`config.mk`:
```
export PLATFORM = sky130hd
export DESIGN_NAME = data_eeprom_write_controller
export DESIGN_NICKNAME = d
export VERILOG_FILES = /design/src/design/eeprom_pkg.sv /design/src/design/data_eeprom_write_controller.sv /design/src/design/eeprom_cells.sv /design/src/design/prog_timer.sv
export SDC_FILE = /design/constraint.sdc
export NUM_CORES = 2
export LEC_CHECK = 0
export ABC_AREA = 1
export BUFFER_PORTS_ARGS = -buffer_cell sky130_fd_sc_hd__clkbuf_2
export CORE_MARGIN = 1
export CORE_UTILIZATION = 46
export CTS_BUF_LIST = sky130_fd_sc_hd__clkbuf_2
export DETAILED_ROUTE_END_ITERATION = 6
export SLEW_MARGIN = 20
export SYNTH_ARGS = -nofsm -noshare
export SYNTH_HDL_FRONTEND = slang
export SYNTH_HIERARCHICAL = 1
export SYNTH_SLANG_ARGS = --single-unit
```
`constraint.sdc`:
```
create_clock -name clk_i -period 2.4 [get_ports clk_i]
set_clock_uncertainty 0.1 [all_clocks]
set_input_delay 0.24 -clock clk_i [delete_from_list [all_inputs] [get_ports clk_i]]
set_output_delay 0.24 -clock clk_i [all_outputs]
set_load 0.02 [all_outputs]
```
`src/design/eeprom_pkg.sv`:
```
// Constants shared by the data EEPROM write controller and its submodules.
package eeprom_pkg;

	localparam int          ADDR_W          = 12;
	localparam int          DATA_W          = 32;
	localparam int          ARRAY_BYTES     = 128;
	localparam int          LATCH_BYTES     = 32;

	// Register and array byte addresses on the bus.
	localparam logic [11:0] CSR_OFFSET      = 12'h030;
	localparam logic [11:0] ARRAY_BASE      = 12'h400;
	localparam logic [11:0] ARRAY_LIMIT     = 12'h600;

	// Control/status register fields and reset value.
	localparam int          PGM_BIT         = 0;
	localparam int          LAT_BIT         = 1;
	localparam logic [7:0]  CSR_RESET       = 8'h00;

	// Value of an erased cell and of a cleared data latch.
	localparam logic [7:0]  ERASED_BYTE     = 8'hFF;

	// Internally timed programming cycle.
	localparam int          CLK_PERIOD_NS   = 10;
	localparam int          PROG_TIME_NS    = 5000000;
	localparam int          PROG_CYCLES_DEF = PROG_TIME_NS / CLK_PERIOD_NS;

	localparam logic [1:0]  RESP_OKAY       = 2'h0;
	localparam logic [1:0]  RESP_SLVERR     = 2'h2;

	typedef enum logic [1:0] {
		ST_IDLE = 2'b00,
		ST_PROG = 2'b01,
		ST_HALT = 2'b10
	} ctrl_state_t;

endpackage

```
`src/design/data_eeprom_write_controller.sv`:
```
// Data EEPROM access controller with an AXI4-Lite register and array port.
`timescale 1ns/100ps
`default_nettype none
module data_eeprom_write_controller
	import eeprom_pkg::*;
#(
	parameter int PROG_CYCLES = PROG_CYCLES_DEF,
	parameter int DEPTH       = ARRAY_BYTES,
	parameter int ROW         = LATCH_BYTES
) (
	input  wire logic              clk_i,
	input  wire logic              rst_n_i,
	input  wire logic [ADDR_W-1:0] s_axi_awaddr,
	input  wire logic [2:0]        s_axi_awprot,
	input  wire logic              s_axi_awvalid,
	output logic                   s_axi_awready,
	input  wire logic [DATA_W-1:0] s_axi_wdata,
	input  wire logic [3:0]        s_axi_wstrb,
	input  wire logic              s_axi_wvalid,
	output logic                   s_axi_wready,
	output logic      [1:0]        s_axi_bresp,
	output logic                   s_axi_bvalid,
	input  wire logic              s_axi_bready,
	input  wire logic [ADDR_W-1:0] s_axi_araddr,
	input  wire logic [2:0]        s_axi_arprot,
	input  wire logic              s_axi_arvalid,
	output logic                   s_axi_arready,
	output logic      [DATA_W-1:0] s_axi_rdata,
	output logic      [1:0]        s_axi_rresp,
	output logic                   s_axi_rvalid,
	input  wire logic              s_axi_rready,
	input  wire logic              external_access_i,
	input  wire logic              readout_protect_i,
	input  wire logic              wait_req_i,
	input  wire logic              halt_req_i,
	output logic                   in_wait_o,
	output logic                   halted_o,
	output logic                   program_mem_erase_o
);
	localparam int IDX_W = $clog2(DEPTH);
	localparam int COL_W = $clog2(ROW);
	localparam int ROW_W = $clog2(DEPTH / ROW);

	////////////////////////////////////////////////////////////////////////////////
	// State.
	ctrl_state_t              state_q, state_d;
	logic                     lat_q, lat_d;
	logic                     pgm_q, pgm_d;
	logic [ROW-1:0][7:0]      latch_q, latch_d;
	logic [ROW-1:0]           mask_q, mask_d;
	logic [ROW_W-1:0]         row_q, row_d;
	logic                     prot_prev_q, prot_prev_d;
	logic                     wait_q, wait_d;
	logic                     erase_q, erase_d;
	logic                     aw_have_q, aw_have_d;
	logic [ADDR_W-1:0]        awaddr_q, awaddr_d;
	logic                     w_have_q, w_have_d;
	logic [7:0]               wbyte_q, wbyte_d;
	logic                     wlane_q, wlane_d;
	logic                     awready_q, awready_d;
	logic                     wready_q, wready_d;
	logic                     bvalid_q, bvalid_d;
	logic [1:0]               bresp_q, bresp_d;
	logic                     arready_q, arready_d;
	logic                     rvalid_q, rvalid_d;
	logic [DATA_W-1:0]        rdata_q, rdata_d;
	logic [1:0]               rresp_q, rresp_d;
	logic                     tmr_start, tmr_abort, tmr_busy, tmr_done;
	logic                     cell_prog, cell_erase;
	logic [7:0]               cell_rd;
	logic [IDX_W-1:0]         rd_idx, wr_idx;
	logic                     rd_in_array, wr_in_array, blocked;

	////////////////////////////////////////////////////////////////////////////////
	// Submodules.
	prog_timer #(
		.CYCLES  (PROG_CYCLES)
	) u_timer (
		.clk_i   (clk_i),
		.rst_n_i (rst_n_i),
		.start_i (tmr_start),
		.abort_i (tmr_abort),
		.busy_o  (tmr_busy),
		.done_o  (tmr_done)
	);

	eeprom_cells #(
		.DEPTH       (DEPTH),
		.ROW         (ROW)
	) u_cells (
		.clk_i       (clk_i),
		.rd_idx_i    (rd_idx),
		.rd_data_o   (cell_rd),
		.prog_i      (cell_prog),
		.prog_row_i  (row_q),
		.prog_data_i (latch_q),
		.prog_mask_i (mask_q),
		.erase_i     (cell_erase)
	);

	////////////////////////////////////////////////////////////////////////////////
	// Address decode.
	assign rd_in_array = (s_axi_araddr >= ARRAY_BASE) && (s_axi_araddr < ARRAY_LIMIT);
	assign wr_in_array = (awaddr_q >= ARRAY_BASE) && (awaddr_q < ARRAY_LIMIT);
	assign rd_idx      = IDX_W'((s_axi_araddr - ARRAY_BASE) >> 2);
	assign wr_idx      = IDX_W'((awaddr_q - ARRAY_BASE) >> 2);
	assign blocked     = readout_protect_i && external_access_i;

	////////////////////////////////////////////////////////////////////////////////
	// Next-state logic.
	always_comb begin
		state_d     = state_q;
		lat_d       = lat_q;
		pgm_d       = pgm_q;
		latch_d     = latch_q;
		mask_d      = mask_q;
		row_d       = row_q;
		prot_prev_d = readout_protect_i;
		erase_d     = 1'b0;
		aw_have_d   = aw_have_q;
		awaddr_d    = awaddr_q;
		w_have_d    = w_have_q;
		wbyte_d     = wbyte_q;
		wlane_d     = wlane_q;
		bvalid_d    = bvalid_q;
		bresp_d     = bresp_q;
		arready_d   = arready_q || !rvalid_q;
		rvalid_d    = rvalid_q;
		rdata_d     = rdata_q;
		rresp_d     = rresp_q;
		tmr_start   = 1'b0;
		tmr_abort   = 1'b0;
		cell_prog   = 1'b0;
		cell_erase  = 1'b0;

		// Write channels are taken in either order; the response follows both.
		if (s_axi_awvalid && awready_q) begin
			aw_have_d = 1'b1;
			awaddr_d  = s_axi_awaddr;
		end
		if (s_axi_wvalid && wready_q) begin
			w_have_d = 1'b1;
			wbyte_d  = s_axi_wdata[7:0];
			wlane_d  = s_axi_wstrb[0];
		end
		if (bvalid_q && s_axi_bready) begin
			bvalid_d = 1'b0;
		end

		if (aw_have_q && w_have_q && !bvalid_q) begin
			aw_have_d = 1'b0;
			w_have_d  = 1'b0;
			bvalid_d  = 1'b1;
			bresp_d   = RESP_OKAY;
			if (awaddr_q == CSR_OFFSET) begin
				if (wlane_q) begin
					if (wbyte_q[LAT_BIT]) begin
						lat_d = 1'b1;
					end else if (!pgm_q) begin
						lat_d = 1'b0;
					end
					if (wbyte_q[PGM_BIT] && !pgm_q && state_q == ST_IDLE
							&& (lat_q || wbyte_q[LAT_BIT]) && !blocked) begin
						pgm_d     = 1'b1;
						state_d   = ST_PROG;
						tmr_start = 1'b1;
					end else if (!wbyte_q[PGM_BIT] && pgm_q) begin
						// Clearing the program bit early abandons the cycle.
						pgm_d     = 1'b0;
						state_d   = ST_IDLE;
						tmr_abort = 1'b1;
					end
				end
			end else if (wr_in_array) begin
				// Writes in read mode, during a cycle, or when blocked latch nothing.
				if (lat_q && !pgm_q && wlane_q && !blocked) begin
					latch_d[wr_idx[COL_W-1:0]] = latch_q[wr_idx[COL_W-1:0]] & wbyte_q;
					mask_d[wr_idx[COL_W-1:0]]  = 1'b1;
					row_d = wr_idx[IDX_W-1:COL_W];
				end
			end else begin
				bresp_d = RESP_SLVERR;
			end
		end

		// Reads answer one cycle after the address is taken.
		if (rvalid_q && s_axi_rready) begin
			rvalid_d  = 1'b0;
			arready_d = 1'b1;
		end
		if (s_axi_arvalid && arready_q) begin
			arready_d = 1'b0;
			rvalid_d  = 1'b1;
			rdata_d   = '0;
			rresp_d   = RESP_OKAY;
			if (s_axi_araddr == CSR_OFFSET) begin
				rdata_d[PGM_BIT] = pgm_q;
				rdata_d[LAT_BIT] = lat_q;
			end else if (rd_in_array) begin
				if (lat_q || blocked) begin
					rresp_d = RESP_SLVERR;
				end else begin
					rdata_d[7:0] = cell_rd;
				end
			end else begin
				rresp_d = RESP_SLVERR;
			end
		end

		// Cycle end programs the row and clears both bits together.
		if (state_q == ST_PROG && tmr_done) begin
			cell_prog = 1'b1;
			pgm_d     = 1'b0;
			lat_d     = 1'b0;
			state_d   = ST_IDLE;
		end

		if (halt_req_i) begin
			state_d   = ST_HALT;
			tmr_abort = 1'b1;
			pgm_d     = 1'b0;
			lat_d     = 1'b0;
			tmr_start = 1'b0;
		end else if (state_q == ST_HALT) begin
			state_d = ST_IDLE;
		end

		// Protection removed: everything is erased before reuse.
		if (prot_prev_q && !readout_protect_i) begin
			cell_erase = 1'b1;
			erase_d    = 1'b1;
			tmr_abort  = 1'b1;
			tmr_start  = 1'b0;
			pgm_d      = 1'b0;
			lat_d      = 1'b0;
			if (state_d == ST_PROG) begin
				state_d = ST_IDLE;
			end
		end

		if ((state_q == ST_PROG && state_d != ST_PROG) || (lat_q && !lat_d)) begin
			latch_d = {ROW{ERASED_BYTE}};
			mask_d  = '0;
		end
		// A pending cycle runs to its end before wait is entered.
		wait_d = wait_req_i && state_d == ST_IDLE && !tmr_busy;
	end
	assign awready_d = !aw_have_d && !bvalid_d;
	assign wready_d  = !w_have_d && !bvalid_d;

	////////////////////////////////////////////////////////////////////////////////
	// Registers.
	always_ff @(posedge clk_i) begin
		if (!rst_n_i) begin
			state_q     <= ST_IDLE;
			lat_q       <= CSR_RESET[LAT_BIT];
			pgm_q       <= CSR_RESET[PGM_BIT];
			latch_q     <= {ROW{ERASED_BYTE}};
			mask_q      <= '0;
			row_q       <= '0;
			prot_prev_q <= 1'b0;
			wait_q      <= 1'b0;
			erase_q     <= 1'b0;
			aw_have_q   <= 1'b0;
			awaddr_q    <= '0;
			w_have_q    <= 1'b0;
			wbyte_q     <= '0;
			wlane_q     <= 1'b0;
			awready_q   <= 1'b0;
			wready_q    <= 1'b0;
			bvalid_q    <= 1'b0;
			bresp_q     <= RESP_OKAY;
			arready_q   <= 1'b0;
			rvalid_q    <= 1'b0;
			rdata_q     <= '0;
			rresp_q     <= RESP_OKAY;
		end else begin
			state_q     <= state_d;
			lat_q       <= lat_d;
			pgm_q       <= pgm_d;
			latch_q     <= latch_d;
			mask_q      <= mask_d;
			row_q       <= row_d;
			prot_prev_q <= prot_prev_d;
			wait_q      <= wait_d;
			erase_q     <= erase_d;
			aw_have_q   <= aw_have_d;
			awaddr_q    <= awaddr_d;
			w_have_q    <= w_have_d;
			wbyte_q     <= wbyte_d;
			wlane_q     <= wlane_d;
			awready_q   <= awready_d;
			wready_q    <= wready_d;
			bvalid_q    <= bvalid_d;
			bresp_q     <= bresp_d;
			arready_q   <= arready_d;
			rvalid_q    <= rvalid_d;
			rdata_q     <= rdata_d;
			rresp_q     <= rresp_d;
		end
	end

	assign s_axi_awready       = awready_q;
	assign s_axi_wready        = wready_q;
	assign s_axi_bvalid        = bvalid_q;
	assign s_axi_bresp         = bresp_q;
	assign s_axi_arready       = arready_q;
	assign s_axi_rvalid        = rvalid_q;
	assign s_axi_rdata         = rdata_q;
	assign s_axi_rresp         = rresp_q;
	assign in_wait_o           = wait_q;
	assign halted_o            = state_q[1]; // Only the halt code has its upper bit set.
	assign program_mem_erase_o = erase_q;
endmodule
`default_nettype wire

```
`src/design/eeprom_cells.sv`:
```
// Nonvolatile cell array: byte reads, masked row programming of latched bytes only and bulk erase.
`timescale 1ns/100ps
`default_nettype none
module eeprom_cells
	import eeprom_pkg::*;
#(
	parameter int DEPTH = 128,
	parameter int ROW   = 32
) (
	input  wire logic                         clk_i,
	input  wire logic [$clog2(DEPTH)-1:0]     rd_idx_i,
	output logic      [7:0]                   rd_data_o,
	input  wire logic                         prog_i,
	input  wire logic [$clog2(DEPTH/ROW)-1:0] prog_row_i,
	input  wire logic [ROW*8-1:0]             prog_data_i,
	input  wire logic [ROW-1:0]               prog_mask_i,
	input  wire logic                         erase_i
);
	logic [7:0] mem_q [DEPTH];
	logic [7:0] mem_d [DEPTH];

	// Cells are not reset: their content survives a reset like real storage.
	always_comb begin
		for (int i = 0; i < DEPTH; i++) begin
			mem_d[i] = mem_q[i];
			if (erase_i) begin
				mem_d[i] = ERASED_BYTE;
			end else if (prog_i && (i / ROW == int'(prog_row_i)) && prog_mask_i[i % ROW]) begin
				mem_d[i] = prog_data_i[(i % ROW)*8 +: 8];
			end
		end
	end

	always_ff @(posedge clk_i) begin
		mem_q <= mem_d;
	end

	assign rd_data_o = mem_q[rd_idx_i];
endmodule
`default_nettype wire

```
`src/design/prog_timer.sv`:
```
// Counter that times one programming cycle.
`timescale 1ns/100ps
`default_nettype none
module prog_timer #(
	parameter int CYCLES = 500000
) (
	input  wire logic clk_i,
	input  wire logic rst_n_i,
	input  wire logic start_i,
	input  wire logic abort_i,
	output logic      busy_o,
	output logic      done_o
);
	localparam int CNT_W = $clog2(CYCLES + 1);
	localparam logic [CNT_W-1:0] LAST = CNT_W'(CYCLES - 1);

	logic [CNT_W-1:0] cnt_q;
	logic [CNT_W-1:0] cnt_d;
	logic             busy_q;
	logic             busy_d;

	always_comb begin
		cnt_d  = cnt_q;
		busy_d = busy_q;
		done_o = 1'b0;
		if (abort_i) begin
			busy_d = 1'b0;
			cnt_d  = '0;
		end else if (busy_q) begin
			if (cnt_q == LAST) begin
				done_o = 1'b1;
				busy_d = 1'b0;
				cnt_d  = '0;
			end else begin
				cnt_d = cnt_q + 1'b1;
			end
		end else if (start_i) begin
			busy_d = 1'b1;
			cnt_d  = '0;
		end
	end

	always_ff @(posedge clk_i) begin
		if (!rst_n_i) begin
			cnt_q  <= '0;
			busy_q <= 1'b0;
		end else begin
			cnt_q  <= cnt_d;
			busy_q <= busy_d;
		end
	end

	assign busy_o = busy_q;
endmodule
`default_nettype wire

```
==> qor.txt <==
Core ar.: 138,000 µm²
Worst-Skew Late Latency: 1850 ps
Nets@finish: 10,618
Tot GR Track Use: 0.379
Via count: 71,913
Antenna viol nets, final: 0
Critical path class: flip-flop to flip-flop
Status: finished, violations left
CTS tree: built
Total power after layout: 45.1 mW
GR Overflow Total: 0
Root Driver: clkbuf_2
RePlAce Congestion: 1.08
DR WL/cell: 22.9 µm
Post-DP HPWL: 187,000 µm
Via density: 5.71
DP Worst Slack: -381 ps
Mapped Cells: 9,471
Die X: 375 µm
Leak: 41.2 nW
DIE AREA: 141,000 µm²
First-pass GRT wire length: 400,000 µm
Register bit total from synthesis: 1,379
Startpoint Class: flip-flop
FMAX: 335 MHz
Switching Fraction: 0.314
Starting Density: 0.464
Largest net degree at the start of global routing: 101
CP Max Fanout: 7
IO Port Bufs: 61
Worst Setup End Kind: flip-flop
Simple logic cell fraction of the synthesized area: 0.492
Final worst slack: -586 ps
Clock net sink count: 1,379
Tcrit/Tclk final: 1.24
Setup violators final: 1,354
Synth Area in Compound Gates: 0.00904
Crit path DAT: 4500 ps
Failing checks: setup timing
Post-synthesis mux area share: 0
CTS Buffer Depth: 4
Final Hold Vio Count: 0
DRC violation count after routing: 0
Sequential fraction of design power: 0.509
PD cells: 543 nW/µm²
Adder-cell share of the synthesized area: 0.000196
Max-cap violations: 0
Clock network fraction of total power: 0.366
Main combinational cell family by area after synthesis: simple AND/OR/NAND/NOR gates
I/O pins: 121
Total Wirelength: 289,000 µm
Final min period: 2990 ps
Switching power: 14.2 mW
Num CTS Buffers: 382
Vias in the first global route: 63,761
Worst hold path class: primary input to flip-flop
Row cnt: 136
Gate power share: 0.124
Data required, critical path: 3910 ps
DRT Pass-1 Iters: 6
Final count of pins violating max slew: 0
Int Power: 31.0 mW
Worst-Margin Slew: 1210 ps
DIE HEIGHT: 375 µm
Synthesized-area fraction occupied by xor and xnor cells: 0.000822
Average size of a mapped cell: 6.75 µm²
CTS clk-pin slew, worst paths: 110 ps
RSZ-0062 raised after global routing: true
Worst ir drop on vdd: 0.392 mV
Seq/Total Area, Yosys: 0.432
DRT iter0 DRCs: 9,925
Yosys warning total: 6
Fraction of layout cells with a size suffix above 1: 0.265
Number of distinct library cells after synthesis: 42
Antenna violations before repair: 8
Slew headroom: 0.193
Area delta synth->final: 30.0%
Mapped Area: 63,900 µm²
CTS H-tree depth: 5
sequential cells by signal, summed over array words and instances (netlist names), 2 cells and up:
name	count
awaddr_q	12
row_q	2
s_axi_rdata	8
u_timer/cnt_q	19
latch_q	256
wbyte_q	8
u_cells/mem_q	1024
mask_q	32
state_q	2
per-stage QoR:
| step | util | area [µm²] | hold slack [ps] | std cells | setup TNS (ps) |
|---|---|---|---|---|---|
| floorplan | - | 64100 | 233 | 9496 | -2800 |
| global placement | 0.519 | 71400 | 337 | 11614 | -278050 |
| detailed placement | 0.519 | 71400 | 342 | 11614 | -305660 |
| CTS | 0.567 | 78100 | 24.2 | 12447 | -229700 |
| global route | 0.604 | 83100 | 91.7 | 12593 | -493240 |
| finish | 0.604 | 83100 | 124 | 12594 | -412350 |
path summary, 6_finish.rpt:
path / start / end / slack [ps] / cells after the start
hold reg to reg: u_cells/mem_q[654] / u_cells/mem_q[654] / 360 / 2
hold / removal: s_axi_araddr[1] / s_axi_rdata[0] / 120 / 10
setup / recovery: awaddr_q[11] / mask_q[25] / -590 / 16
setup reg to reg: awaddr_q[11] / mask_q[25] / -590 / 16
placed cells by master, fill, tap and decap left out, types with 188 or more instances in the layout:
cell         n
buf_12     188
buf_4      641
clkbuf_2   593
dfxtp_1   1354
nand2_1   3911
nand2_2    279
nand3_1   1916
nand3_2    326
nor2_1     190
or2_2      226
power groups by stage:
stage | Clock [mW] | Sequential [mW] | Combinational (mW)
after CTS | 16.7 | 23.0 | 4.81
after global placement | 0 | 23.5 | 4.45
final | 16.5 | 23.0 | 5.61
after global routing | 17.9 | 23.0 | 5.71
after floorplan | 0 | 23.5 | 2.39
after detailed placement | 0 | 23.5 | 4.46
area by class of cell:
type,count,area [µm²]
clock inverters,83,350
fillers,12831,54500
repair buffers,1192,13400
well taps,1794,2240
inverters,283,1290
diodes,8,20.0
multi-input cells,7302,35400
flip-flops and latches,1379,27600
clock buffers,553,2770
critical path: stages, from the launching register on:
cell     delay (ps)
dfxtp_1         340
nor2_1          120
nand2_1         100
nor2_2          170
nand4_1         180
nand2_2         140
nor2_2           50
and3_4          180
nor3_4          150
nand2_2         100
a21oi_4         190
nand3_4         130
nand2_8         160
buf_16          210
nand2_8         150
buf_12          190
nor2_4           70
per-layer routing:
layer  vias up  GRT usage  wire (µm)  share of wire
met2      4468      0.545     119000           0.41
met5         -          0         72        0.00025
met1     33679      0.518     115000           0.40
met4        10      0.184      17200          0.059
met3       938      0.106      37600           0.13
li1      32818          -          -              -
synth_stat cells:
| library cell | count | area (µm²) |
|---|---|---|
| inv_1 | 263 | 987 |
| xnor2_1 | 2 | 17.5 |
| dfxtp_1 | 1379 | 27600 |
| a21oi_1 | 55 | 275 |
| o21ai_0 | 42 | 210 |
| nor2_4 | 124 | 1400 |
| o21ai_1 | 1 | 5.00 |
| o31ai_1 | 2 | 15.0 |
| or2_2 | 226 | 1410 |
| buf_4 | 69 | 518 |
| buf_1 | 24 | 90.1 |
| and3_1 | 1 | 6.26 |
| inv_8 | 1 | 11.3 |
| nor3_1 | 10 | 50.1 |
| nor4_1 | 3 | 18.8 |
| or2_1 | 1 | 6.26 |
| a21oi_2 | 3 | 26.3 |
| nand3_2 | 3 | 30.0 |
| nand4_2 | 1 | 12.5 |
| nor3_2 | 6 | 60.1 |
| nand2_2 | 11 | 68.8 |
| buf_6 | 85 | 957 |
| inv_2 | 16 | 60.1 |
| xor2_1 | 4 | 35.0 |
| nand2_1 | 4227 | 15900 |
| o21ai_2 | 1 | 8.76 |
| nand3_1 | 2241 | 11200 |
| clkinv_1 | 2 | 7.51 |
| nor3b_1 | 2 | 15.0 |
| ha_1 | 1 | 12.5 |
| o21bai_1 | 1 | 7.51 |
| nand3b_1 | 2 | 15.0 |
| nand4_1 | 57 | 357 |
| a211oi_1 | 1 | 7.51 |
| a21o_1 | 1 | 7.51 |
| clkbuf_1 | 159 | 597 |
| nor2_1 | 233 | 875 |
| o211ai_1 | 2 | 15.0 |
| buf_2 | 196 | 981 |
| nor2_2 | 11 | 68.8 |
| inv_4 | 1 | 6.26 |
| conb_1 | 1 | 3.75 |
kinds of logic (layout without fill, tap and decap cells):
group	count (synthesis)	after routing
compound gates	109	109
xor+xnor	6	6
fa+ha+maj	1	1
buf+inv	816	2111
flops	1379	1379
other cells	1	34
simple gates	7159	7160
repair_timing:
| action | in CTS | in global routing |
|---|---|---|
| endpoints found under the hold margin | 1379 | 3 |
| setup buffers | 54 | 103 |
| hold buffers | 126 | 3 |
| resized for setup | 347 | 869 |
| pin swaps | 98 | 365 |
| setup endpoints to repair | 1349 | 1359 |
| cloned | 20 | 52 |
Note: power is estimated with default switching activity, not from simulation.
